**config.mk**
```make
export PLATFORM = sky130hd
export DESIGN_NAME = shc_config_regs
export DESIGN_NICKNAME = d
export VERILOG_FILES = /design/src/rtl/shc_pkg.sv /design/src/rtl/shc_config_regs.sv
export SDC_FILE = /design/constraint.sdc
export NUM_CORES = 1
export LEC_CHECK = 0
export ABC_AREA = 1
export BUFFER_PORTS_ARGS = -buffer_cell sky130_fd_sc_hd__buf_2
export CAP_MARGIN = 20
export CORE_MARGIN = 5
export CORE_UTILIZATION = 52
export DETAILED_ROUTE_END_ITERATION = 10
export PLACE_DENSITY = 0.81
export SLEW_MARGIN = 5
export SYNTH_ARGS = -nofsm -noshare
export SYNTH_HDL_FRONTEND = slang
export SYNTH_SLANG_ARGS = --single-unit
```
**constraint.sdc**
```tcl
create_clock -name mclk_i -period 1.1 [get_ports mclk_i]
set_input_delay 0.11 -clock mclk_i [delete_from_list [all_inputs] [get_ports mclk_i]]
set_output_delay 0.11 -clock mclk_i [all_outputs]
set_load 0.02 [all_outputs]
```
**src/rtl/shc_pkg.sv**
```systemverilog
// Summary of operation
// - sync circuit enable, bit 26 of reg eleven, resets to one
// - group sync exclusion bits 25:20; groups four and three excluded at reset
// - sync pin output select, bits 19:18, resets to zero (constant low)
// - bit 17 qualifies sync by a clock output; resets to zero
// - bit 16 sync input polarity; resets to one, low is active
// - bit 15 automatic sync; reset manual, output writes launch nothing
// - bit 5 crystal oscillator enable; resets to zero
// - lock pin select bits 31:27 of reg twelve resets to three
// - bit 23 holds outputs in sync until second loop locks
// - bit 22 holds outputs in sync until first loop locks
// - bit 8 dac tracks first loop tuning voltage; resets to one
// - holdover control bits 7:6 reset to two; unlock enters holdover
// - holdover pin select bits 31:27 of reg thirteen resets to seven
// - status pin one select bits 22:20 resets to zero
// - status pin zero kind bits 18:16 resets to two
// - bit 15 masks first loop unlock edge from entering holdover
// - status pin zero select bits 14:12 resets to zero
// - reference select mode bits 11:9 resets to three, manual
// - bit 8 inverts status pin inputs, only applied when mode is six
// - bits 6 and 5 mark reference inputs one and zero usable
// - signal loss timeout bits 31:30 of reg fourteen; code zero 1200 ns
// - bit 28 enables signal loss detection; resets to one
package shc_pkg;
  // register indices
  localparam logic [4:0] REG_SYNC_OSC = 5'h0B;
  localparam logic [4:0] REG_LOCK_HOLD = 5'h0C;
  localparam logic [4:0] REG_STATUS_REF = 5'h0D;
  localparam logic [4:0] REG_LOSS_BUF = 5'h0E;
  // reg eleven fields
  localparam int SYNC_EN_BIT = 26;
  localparam int GRP_EXCL_LSB = 20;
  localparam int SYNC_OUT_SEL_LSB = 18;
  localparam int SYNC_QUALIFY_BY_OUTPUT_BIT = 17;
  localparam int SYNC_POL_BIT = 16;
  localparam int SYNC_AUTO_BIT = 15;
  localparam int SYNC_KIND_LSB = 12;
  localparam int XTAL_EN_BIT = 5;
  // reg twelve fields
  localparam int LOCK_SEL_LSB = 27;
  localparam int LOCK_KIND_LSB = 24;
  localparam int HOLD_L2_BIT = 23;
  localparam int HOLD_L1_BIT = 22;
  localparam int TRACK_BIT = 8;
  localparam int HOLD_MODE_LSB = 6;
  // reg thirteen fields
  localparam int HOLD_SEL_LSB = 27;
  localparam int HOLD_KIND_LSB = 24;
  localparam int ST1_SEL_LSB = 20;
  localparam int ST0_KIND_LSB = 16;
  localparam int L1_MASK_BIT = 15;
  localparam int ST0_SEL_LSB = 12;
  localparam int REF_MODE_LSB = 9;
  localparam int ST_INV_BIT = 8;
  localparam int REF1_USE_BIT = 6;
  localparam int REF0_USE_BIT = 5;
  // reg fourteen fields
  localparam int LOSS_TMO_LSB = 30;
  localparam int LOSS_EN_BIT = 28;
  localparam int ST1_KIND_LSB = 24;
  localparam int REF1_BUF_BIT = 21;
  localparam int REF0_BUF_BIT = 20;
  // writable masks
  localparam logic [31:0] MASK_SYNC_OSC = 32'h07FF_F020;
  localparam logic [31:0] MASK_LOCK_HOLD = 32'hFFC0_01C0;
  localparam logic [31:0] MASK_STATUS_REF = 32'hFF7F_FF60;
  localparam logic [31:0] MASK_LOSS_BUF = 32'hD730_0000;
  // reset values
  localparam logic [31:0] RST_SYNC_OSC = 32'h0581_1000;
  localparam logic [31:0] RST_LOCK_HOLD = 32'h1B00_0180;
  localparam logic [31:0] RST_STATUS_REF = 32'h3B02_0660;
  localparam logic [31:0] RST_LOSS_BUF = 32'h1200_0000;
  // special codes
  localparam logic [2:0] REF_MODE_PIN_SEL = 3'h6;
  localparam logic [1:0] HOLD_MODE_AUTO = 2'h2;
  // signal loss timeout
  localparam int LOSS_TMO0_NS = 1200;
  localparam int CLK_PERIOD_NS = 20;
  localparam int LOSS_TMO0_CYC = LOSS_TMO0_NS / CLK_PERIOD_NS;

  // register bus request
  typedef struct packed {
    logic wr;
    logic rd;
    logic [4:0] addr;
    logic [31:0] wdata;
  } shc_bus_req_t;

  // decoded sync controls
  typedef struct packed {
    logic sync_enable;
    logic [5:0] group_sync_exclude;
    logic [1:0] sync_pin_select;
    logic sync_qualify_by_output;
    logic sync_pin_polarity;
    logic sync_auto;
    logic crystal_osc_enable;
  } shc_sync_cfg_t;

  // decoded reference and holdover controls
  typedef struct packed {
    logic [4:0] lock_pin_select;
    logic [4:0] holdover_pin_select;
    logic [2:0] status_pin0_select;
    logic [2:0] status_pin1_select;
    logic [2:0] status_pin0_kind;
    logic [2:0] status_pin1_kind;
    logic [2:0] reference_select_mode;
    logic ref_input0_usable;
    logic ref_input1_usable;
    logic dac_track;
    logic [1:0] holdover_mode;
    logic [1:0] signal_loss_timeout;
    logic signal_loss_detect_enable;
  } shc_ref_cfg_t;
endpackage

```
**src/rtl/shc_config_regs.sv**
```systemverilog
module shc_config_regs (
  // clock and reset
  input wire logic mclk_i,
  input wire logic rst_n_i,
  // register port
  input wire shc_pkg::shc_bus_req_t bus_i,
  output logic [31:0] rdata_o,
  // loop lock indications and status pins from outside
  input wire logic first_loop_lock_i,
  input wire logic second_loop_lock_i,
  input wire logic [1:0] status_pin_i,
  // decoded configuration
  output shc_pkg::shc_sync_cfg_t sync_cfg_o,
  output shc_pkg::shc_ref_cfg_t ref_cfg_o,
  // derived controls
  output logic sync_force_o,
  output logic auto_sync_launch_o,
  output logic holdover_trigger_o,
  output logic [1:0] status_pin_level_o,
  output logic [7:0] loss_timeout_cycles_o
);

  logic [31:0] sync_osc_ff;
  logic [31:0] lock_hold_ff;
  logic [31:0] status_ref_ff;
  logic [31:0] loss_buf_ff;
  logic [31:0] nxt_rdata;
  logic [1:0] l1_sync_ff;
  logic [1:0] l2_sync_ff;
  logic [1:0] st_meta_ff;
  logic [1:0] st_sync_ff;
  logic l1_prev_ff;
  logic wr_sync;
  logic wr_lock;
  logic wr_stat;
  logic wr_loss;

  // address match helper
  function automatic logic hit(input logic [4:0] a, input logic [4:0] r);
    hit = (a == r);
  endfunction

  assign wr_sync = bus_i.wr && hit(bus_i.addr, shc_pkg::REG_SYNC_OSC);
  assign wr_lock = bus_i.wr && hit(bus_i.addr, shc_pkg::REG_LOCK_HOLD);
  assign wr_stat = bus_i.wr && hit(bus_i.addr, shc_pkg::REG_STATUS_REF);
  assign wr_loss = bus_i.wr && hit(bus_i.addr, shc_pkg::REG_LOSS_BUF);

  // sync and oscillator register
  always_ff @(posedge mclk_i or negedge rst_n_i)
  begin
    if (!rst_n_i)
      sync_osc_ff <= shc_pkg::RST_SYNC_OSC;
    else if (wr_sync)
      sync_osc_ff <= bus_i.wdata & shc_pkg::MASK_SYNC_OSC;
  end

  // lock detect and holdover register
  always_ff @(posedge mclk_i or negedge rst_n_i)
  begin
    if (!rst_n_i)
      lock_hold_ff <= shc_pkg::RST_LOCK_HOLD;
    else if (wr_lock)
      lock_hold_ff <= bus_i.wdata & shc_pkg::MASK_LOCK_HOLD;
  end

  // status pin and reference select register
  always_ff @(posedge mclk_i or negedge rst_n_i)
  begin
    if (!rst_n_i)
      status_ref_ff <= shc_pkg::RST_STATUS_REF;
    else if (wr_stat)
      status_ref_ff <= bus_i.wdata & shc_pkg::MASK_STATUS_REF;
  end

  // signal loss and input buffer register
  always_ff @(posedge mclk_i or negedge rst_n_i)
  begin
    if (!rst_n_i)
      loss_buf_ff <= shc_pkg::RST_LOSS_BUF;
    else if (wr_loss)
      loss_buf_ff <= bus_i.wdata & shc_pkg::MASK_LOSS_BUF;
  end

  // read mux, unmapped reads zero
  always_comb
  begin
    nxt_rdata = 32'h0000_0000;
    if (bus_i.rd)
    begin
      case (bus_i.addr)
        shc_pkg::REG_SYNC_OSC: nxt_rdata = sync_osc_ff;
        shc_pkg::REG_LOCK_HOLD: nxt_rdata = lock_hold_ff;
        shc_pkg::REG_STATUS_REF: nxt_rdata = status_ref_ff;
        shc_pkg::REG_LOSS_BUF: nxt_rdata = loss_buf_ff;
        default: nxt_rdata = 32'h0000_0000;
      endcase
    end
  end

  // read data stands one cycle after the strobe
  always_ff @(posedge mclk_i or negedge rst_n_i)
  begin
    if (!rst_n_i)
      rdata_o <= 32'h0000_0000;
    else
      rdata_o <= nxt_rdata;
  end

  // field decode
  always_comb
  begin
    sync_cfg_o.sync_enable = sync_osc_ff[shc_pkg::SYNC_EN_BIT];
    sync_cfg_o.group_sync_exclude = sync_osc_ff[shc_pkg::GRP_EXCL_LSB +: 6];
    sync_cfg_o.sync_pin_select = sync_osc_ff[shc_pkg::SYNC_OUT_SEL_LSB +: 2];
    sync_cfg_o.sync_qualify_by_output = sync_osc_ff[shc_pkg::SYNC_QUALIFY_BY_OUTPUT_BIT];
    sync_cfg_o.sync_pin_polarity = sync_osc_ff[shc_pkg::SYNC_POL_BIT];
    sync_cfg_o.sync_auto = sync_osc_ff[shc_pkg::SYNC_AUTO_BIT];
    sync_cfg_o.crystal_osc_enable = sync_osc_ff[shc_pkg::XTAL_EN_BIT];
    ref_cfg_o.lock_pin_select = lock_hold_ff[shc_pkg::LOCK_SEL_LSB +: 5];
    ref_cfg_o.dac_track = lock_hold_ff[shc_pkg::TRACK_BIT];
    ref_cfg_o.holdover_mode = lock_hold_ff[shc_pkg::HOLD_MODE_LSB +: 2];
    ref_cfg_o.holdover_pin_select = status_ref_ff[shc_pkg::HOLD_SEL_LSB +: 5];
    ref_cfg_o.status_pin1_select = status_ref_ff[shc_pkg::ST1_SEL_LSB +: 3];
    ref_cfg_o.status_pin0_kind = status_ref_ff[shc_pkg::ST0_KIND_LSB +: 3];
    ref_cfg_o.status_pin0_select = status_ref_ff[shc_pkg::ST0_SEL_LSB +: 3];
    ref_cfg_o.reference_select_mode = status_ref_ff[shc_pkg::REF_MODE_LSB +: 3];
    ref_cfg_o.ref_input1_usable = status_ref_ff[shc_pkg::REF1_USE_BIT];
    ref_cfg_o.ref_input0_usable = status_ref_ff[shc_pkg::REF0_USE_BIT];
    ref_cfg_o.status_pin1_kind = loss_buf_ff[shc_pkg::ST1_KIND_LSB +: 3];
    ref_cfg_o.signal_loss_timeout = loss_buf_ff[shc_pkg::LOSS_TMO_LSB +: 2];
    ref_cfg_o.signal_loss_detect_enable = loss_buf_ff[shc_pkg::LOSS_EN_BIT];
  end

  // two-stage synchronisers for outside levels
  always_ff @(posedge mclk_i or negedge rst_n_i)
  begin
    if (!rst_n_i)
    begin
      l1_sync_ff <= 2'h0;
      l2_sync_ff <= 2'h0;
      st_meta_ff <= 2'h0;
      st_sync_ff <= 2'h0;
    end
    else
    begin
      l1_sync_ff <= {l1_sync_ff[0], first_loop_lock_i};
      l2_sync_ff <= {l2_sync_ff[0], second_loop_lock_i};
      st_meta_ff <= status_pin_i;
      st_sync_ff <= st_meta_ff;
    end
  end

  // previous first loop lock for edge detect
  always_ff @(posedge mclk_i or negedge rst_n_i)
  begin
    if (!rst_n_i)
      l1_prev_ff <= 1'b0;
    else
      l1_prev_ff <= l1_sync_ff[1];
  end

  // sync forced until the selected loops report lock
  assign sync_force_o = (lock_hold_ff[shc_pkg::HOLD_L2_BIT] && !l2_sync_ff[1])
    || (lock_hold_ff[shc_pkg::HOLD_L1_BIT] && !l1_sync_ff[1]);

  // a write to an output register launches sync only in automatic mode
  assign auto_sync_launch_o = sync_osc_ff[shc_pkg::SYNC_AUTO_BIT] && bus_i.wr
    && (bus_i.addr < 5'h06);

  // in holdover mode two, unlock falling edge enters holdover unless masked
  assign holdover_trigger_o = (lock_hold_ff[shc_pkg::HOLD_MODE_LSB +: 2] == shc_pkg::HOLD_MODE_AUTO)
    && l1_prev_ff && !l1_sync_ff[1]
    && !status_ref_ff[shc_pkg::L1_MASK_BIT];

  // status pin inversion only in pin select mode
  assign status_pin_level_o = st_sync_ff ^ {2{status_ref_ff[shc_pkg::ST_INV_BIT]
    && (status_ref_ff[shc_pkg::REF_MODE_LSB +: 3] == shc_pkg::REF_MODE_PIN_SEL)}};

  // timeout count for code zero, others shifted left by the code within 8 bits
  assign loss_timeout_cycles_o = 8'(shc_pkg::LOSS_TMO0_CYC)
    << loss_buf_ff[shc_pkg::LOSS_TMO_LSB +: 2];
endmodule

```
Yosys cells after proc, flatten, opt, wreduce, memory -nomap -nowiden --
Index checks and enable logic that the tools add are counted.
Storage, ports and cells: memory bits (read-only) 0, latch bits 0, memories kept 0, logic and storage cells 37, memory bits (writable) 0, register bits 103, input bits 45, output and inout port bits 91
Cells by class: muxes and demuxes 2, add/subtract/negate cells 0, multipliers 0, $lt $le $gt $ge 1, bitwise operators 1, divide/modulo/power cells 0, shifts and indexed selects 1, reductions and logical operators 16, eq/ne operators 6
Operators by type and width (number):
- 32-bit one-hot mux with 4 select lines | 1
- 32-bit 2-to-1 mux | 1
- 5-bit by 4-bit == test with 1-bit output (second input constant) | 4
- 1-bit logical AND | 12
- 6-bit by 2-bit << shifter with 8-bit output (first input constant) | 1
- 5-bit by 3-bit less-than comparator with 1-bit output (second input constant) | 1
- 3-bit == test (second input constant) | 1
- 1-bit logical NOT | 3
- 2-bit == test (second input constant) | 1
- 2-bit bitwise XOR | 1
- 1-bit logical OR | 1

Depth between registers and ports, before layout --
word-level depth 4, gate-level depth with buffers 8, gate-level depth less buffers 7

Least setup slack after synthesis --
No wires, ideal clock.
path kind flip-flop to output port, start reg status_ref_ff[10], end out status_pin_level_o[0], data required time 0.990 ns, data arrival time 1.070 ns, path slack -0.080 ns, cell stages (with the launch flop) 3, path buffers 0, cell sequence dfstp_2 nand4_1 xnor2_1
On the way: cells in the longest elaborated chain, start to end 3
RTL lines:
- start: declaration | line shc_config_regs.sv:25 | logic [31:0] status_ref_ff;
- start signal: assignment | line shc_config_regs.sv:70 | status_ref_ff <= shc_pkg::RST_STATUS_REF;
- start signal: assignment | line shc_config_regs.sv:72 | status_ref_ff <= bus_i.wdata & shc_pkg::MASK_STATUS_REF;
- 3-bit == test | line shc_config_regs.sv:177 | && (status_ref_ff[shc_pkg::REF_MODE_LSB +: 3] == shc_pkg::REF_MODE_PIN_SEL)}};
- 1-bit logical AND | line shc_config_regs.sv:177
- 2-bit bitwise XOR | line shc_config_regs.sv:176 | assign status_pin_level_o = st_sync_ff ^ {2{status_ref_ff[shc_pkg::ST_INV_BIT]
- end: declaration | line shc_config_regs.sv:19 | output logic [1:0] status_pin_level_o,
No other way between the ends.

Final worst setup path --
start reg status_ref_ff[9], end out status_pin_level_o[1]
The elaborated chain is that of the path after synthesis.

==> impl_summary.md <==
Route
The top routing layer in use is met4. Dividing the detail-routed via count by the number of cells gives 5.20. The first TritonRoute pass finished after 5 iterations.

For this block, the routed nets add up to 12.2 mm of wire. Dividing the detail-routed wire length by the instance count gives 16.0 um. Wire segments on met2 add up to 6.09 mm in the final route. In this run, the number of DRC markers left after iteration 0 of detailed routing was 269. The routed metal-1 wirelength is 4.86 mm. After detailed routing, the number of remaining DRC violations is 0.

For this block, the via count after detailed routing is 3953. The met3 wire length is 991 um. The detail route stage leaves a number of antenna-violating nets equal to 0.

Timing
The number of endpoints failing setup at the final stage is 31. The post-route worst setup slack is -0.383 ns. The final number of hold-violating endpoints is 0.

The part of the cycle the worst path needs is 1.35. The total count of max-transition violations in the final report is 0. The clock skew is 0.0115 ns. The worst hold slack is 0.0273 ns. The upper clock frequency limit is 674 MHz. Setup repair after global routing could not meet its margin everywhere. For the finished layout, the period the worst path requires is 1.48 ns.

Synth
The dominant cell type by area after synthesis is sky130_fd_sc_hd__dfrtp_1. For this run, the register share of the synthesized area comes to 0.550. The most used standard cell by instance count after synthesis is sky130_fd_sc_hd__nand2_1. The commonest cells after synthesis are sky130_fd_sc_hd__nand2_1, sky130_fd_sc_hd__dfrtp_1, sky130_fd_sc_hd__buf_4, sky130_fd_sc_hd__nand3_1, sky130_fd_sc_hd__o21ai_0. In this run, distinct cell masters in the synthesized netlist total 25. The post-synthesis register bit count is 98. After synthesis the cells add up to 4510 um2. Counting flops with a built-in enable in the synthesized netlist gives 0. Ranked by total cell area, the synthesized netlist is headed by sky130_fd_sc_hd__dfrtp_1, sky130_fd_sc_hd__dfstp_2, sky130_fd_sc_hd__buf_4. The gate count after technology mapping is 500.

The share of async-settable or async-resettable flops after synthesis is 1.00. Averaged over all synthesized cells, the footprint is 9.03 um2. The primary flip-flop cell chosen by synthesis mapping is sky130_fd_sc_hd__dfrtp_1.

Of the post-synthesis cell area, the dominant cell type holds 0.416. The number of warning messages in the yosys log is 0.

Critical path
The reg-to-reg critical path endpoint is rdata_o[30]. The kind of critical path is reg2out. The delay contributed by the slowest stage of the critical path is 0.55 ns. Of all nets on the critical path, the largest fanout is 2. The endpoint class of the critical path is an output pin. The end point of the critical path is status_pin_level_o[1]. The worst register-to-register path has a setup slack of 0.04 ns. The slowest stage of the critical path belongs to the cell sky130_fd_sc_hd__dfstp_2. Walking the worst path, the cells encountered are inv_2 > nand4_1 > xnor2_1 > buf_4. Data on the critical path is required at its endpoint by 0.99 ns.

The worst register-to-register path begins at loss_buf_ff[30]. The worst setup path startpoint is status_ref_ff[9]. The critical path arrival is 1.37 ns. The number of cells on the worst reg-to-reg path is 6.

The startpoint class of the critical path is a register.

Outcome
The run finished, with violations left. The final reports fail on negative setup slack.

Clock network
The clock buffer count from CTS is 9. The H-tree was split into 3 levels. After clock tree synthesis, the clock-pin slew on the worst setup and hold paths is 0.09 ns. The latest clock arrival within the worst-skew pair is 0.36 ns. The maximum buffer depth of the clock tree is 2. Clock tree synthesis found a total of 98 sinks.

The buffer type at the clock tree root is sky130_fd_sc_hd__clkbuf_8. TritonCTS built the clock tree.

Floorplan
The full die area is 10600 um2. The area of the core is 8590 um2. The die is 103 um tall. 136 I/O pins were placed. The number of rows created at floorplan is 34.

The initial utilization of the core area, before any placement, comes to 0.525. The die width is 103 um.

Power and ir drop
The worst supply voltage drop on vdd is 0.818 mV. The design draws 9.90 mW. The leakage power total is 3.14 nW.

For this design the ratio of total power to cell area is 1650 nW/um2.

Placement
The count of port buffers added during placement is 122. The number of placed instances, taps included, is 695. The routability congestion estimate from global placement is 0.832. The total half-perimeter wirelength after legalization and detailed placement is 8.39 mm. The worst setup timing slack at the placement stage is -0.0909 ns.

GRT
The global route total overflow is 0. The number of antenna violations at the first check in global routing is 0. The total global routing track utilization is 0.231. The first global-routing pass estimated 19.1 mm of wire. The via count of the first global-routing pass is 3945. The largest net degree at the start of global routing is 32.

Final layout
The share of final-layout standard cells stronger than drive strength 1 is 0.383. From synthesis to final layout, the design area changed by 33.2%. Excluding fillers, the count of instances in the completed layout stands at 760. After the last flow step, the layout net total stands at 692. The final core utilization is 0.699. The final antenna diode count is 0.

Min path
The worst hold path belongs to the class in2reg.

Run
Across the run, the number of max-cap violations was 0.
-- cell usage in the layout (no fill, tap or decap), types with 4 or more instances in the layout --
cell type and n:
sky130_fd_sc_hd__nor2_1 29, sky130_fd_sc_hd__o21a_1 10, sky130_fd_sc_hd__inv_1 23, sky130_fd_sc_hd__nand2_1 118, sky130_fd_sc_hd__buf_12 5, sky130_fd_sc_hd__o21ai_1 8, sky130_fd_sc_hd__nand3_1 52, sky130_fd_sc_hd__buf_4 52
sky130_fd_sc_hd__dlygate4sd3_1 26, sky130_fd_sc_hd__inv_2 4, sky130_fd_sc_hd__nand3_2 5, sky130_fd_sc_hd__buf_2 90, sky130_fd_sc_hd__nor2_4 5, sky130_fd_sc_hd__conb_1 8, sky130_fd_sc_hd__dfstp_2 23, sky130_fd_sc_hd__o21ai_0 32
sky130_fd_sc_hd__clkbuf_8 10, sky130_fd_sc_hd__dfrtp_1 73, sky130_fd_sc_hd__nand2_2 5, sky130_fd_sc_hd__buf_6 35, sky130_fd_sc_hd__a21oi_1 17
-- critical path: cells and delay by family (launching register included) --
kind                   cells  cell delay, ns
AND/OR/NAND/NOR            1            0.13
buffers and inverters      2            0.20
flip-flops                 1            0.55
XOR/XNOR                   1            0.14
-- through the flow --
step | cell area (um2) | setup TNS (ns)
floorplan | 4540 | -0.160
global placement | 5090 | -0.172
detailed placement | 5090 | -1.41
CTS | 5910 | -3.24
global route | 6010 | -4.06
finish | 6010 | -2.95
-- cell families (layout without fill, tap and decap cells) --
kind of cell | after synthesis | in the layout | synth area share
AO/OA/AOI/OAI | 69 | 69 | 0.0823
XOR/XNOR | 2 | 2 | 0.00388
buffers and inverters | 106 | 252 | 0.143
flip-flops | 98 | 98 | 0.550
other | 2 | 8 | 0.00166
AND/OR/NAND/NOR | 223 | 223 | 0.220
-- final cells by class --
| class | instances | area, um2 |
|---|---|---|
| clock buffer | 10 | 138 |
| timing repair buffer | 208 | 1600 |
| multi-input combinational | 302 | 1460 |
| inverter | 28 | 108 |
| sequential | 98 | 2480 |
| fill | 653 | 2580 |
| clock inverter | 6 | 88.8 |
| tap | 108 | 135 |
-- power breakdown --
part           internal [mW]  switching (mW)
sequential              4.23           0.367
combinational           1.24            1.46
clock                   1.35            1.26
-- repair_timing --
item | CTS | global route
hold buffers | 26 | 0
buffers inserted | 19 | 6
pin swaps | 5 | 5
endpoints found under the hold margin | 118 | 0
gates resized for setup | 62 | 22
endpoints found under the setup margin | 29 | 32
-- state kept, by name, indices dropped and copies added, names as in the netlist --
register and flops:
lock_hold_ff 13, sync_osc_ff 16, status_ref_ff 25, rdata_o 27, loss_buf_ff 8, l1_prev_ff 1, l2_sync_ff 2, st_meta_ff 2
st_sync_ff 2, l1_sync_ff 2
-- worst min-delay path by stage --
stage | from | endpoint | slack [ns] | cells past startpoint
2_1_floorplan | rst_n_i | l1_prev_ff | -0.19 | 0
4_1_cts | bus_i[5] | sync_osc_ff[5] | 0.02 | 3
5_1_grt | bus_i[5] | sync_osc_ff[5] | 0.04 | 3
3_3_place_gp | rst_n_i | rdata_o[18] | 0.01 | 1
6_report | bus_i[5] | sync_osc_ff[5] | 0.03 | 3
3_5_place_dp | rst_n_i | sync_osc_ff[17] | 0.01 | 1
-- per-layer routing --
layer | GRT usage | up-vias
met5 | 0 | -
met4 | 0.0697 | 0
met3 | 0.0453 | 24
met2 | 0.390 | 198
met1 | 0.302 | 1903
li1 | - | 1828
Note: power is estimated with default switching activity, not from simulation.
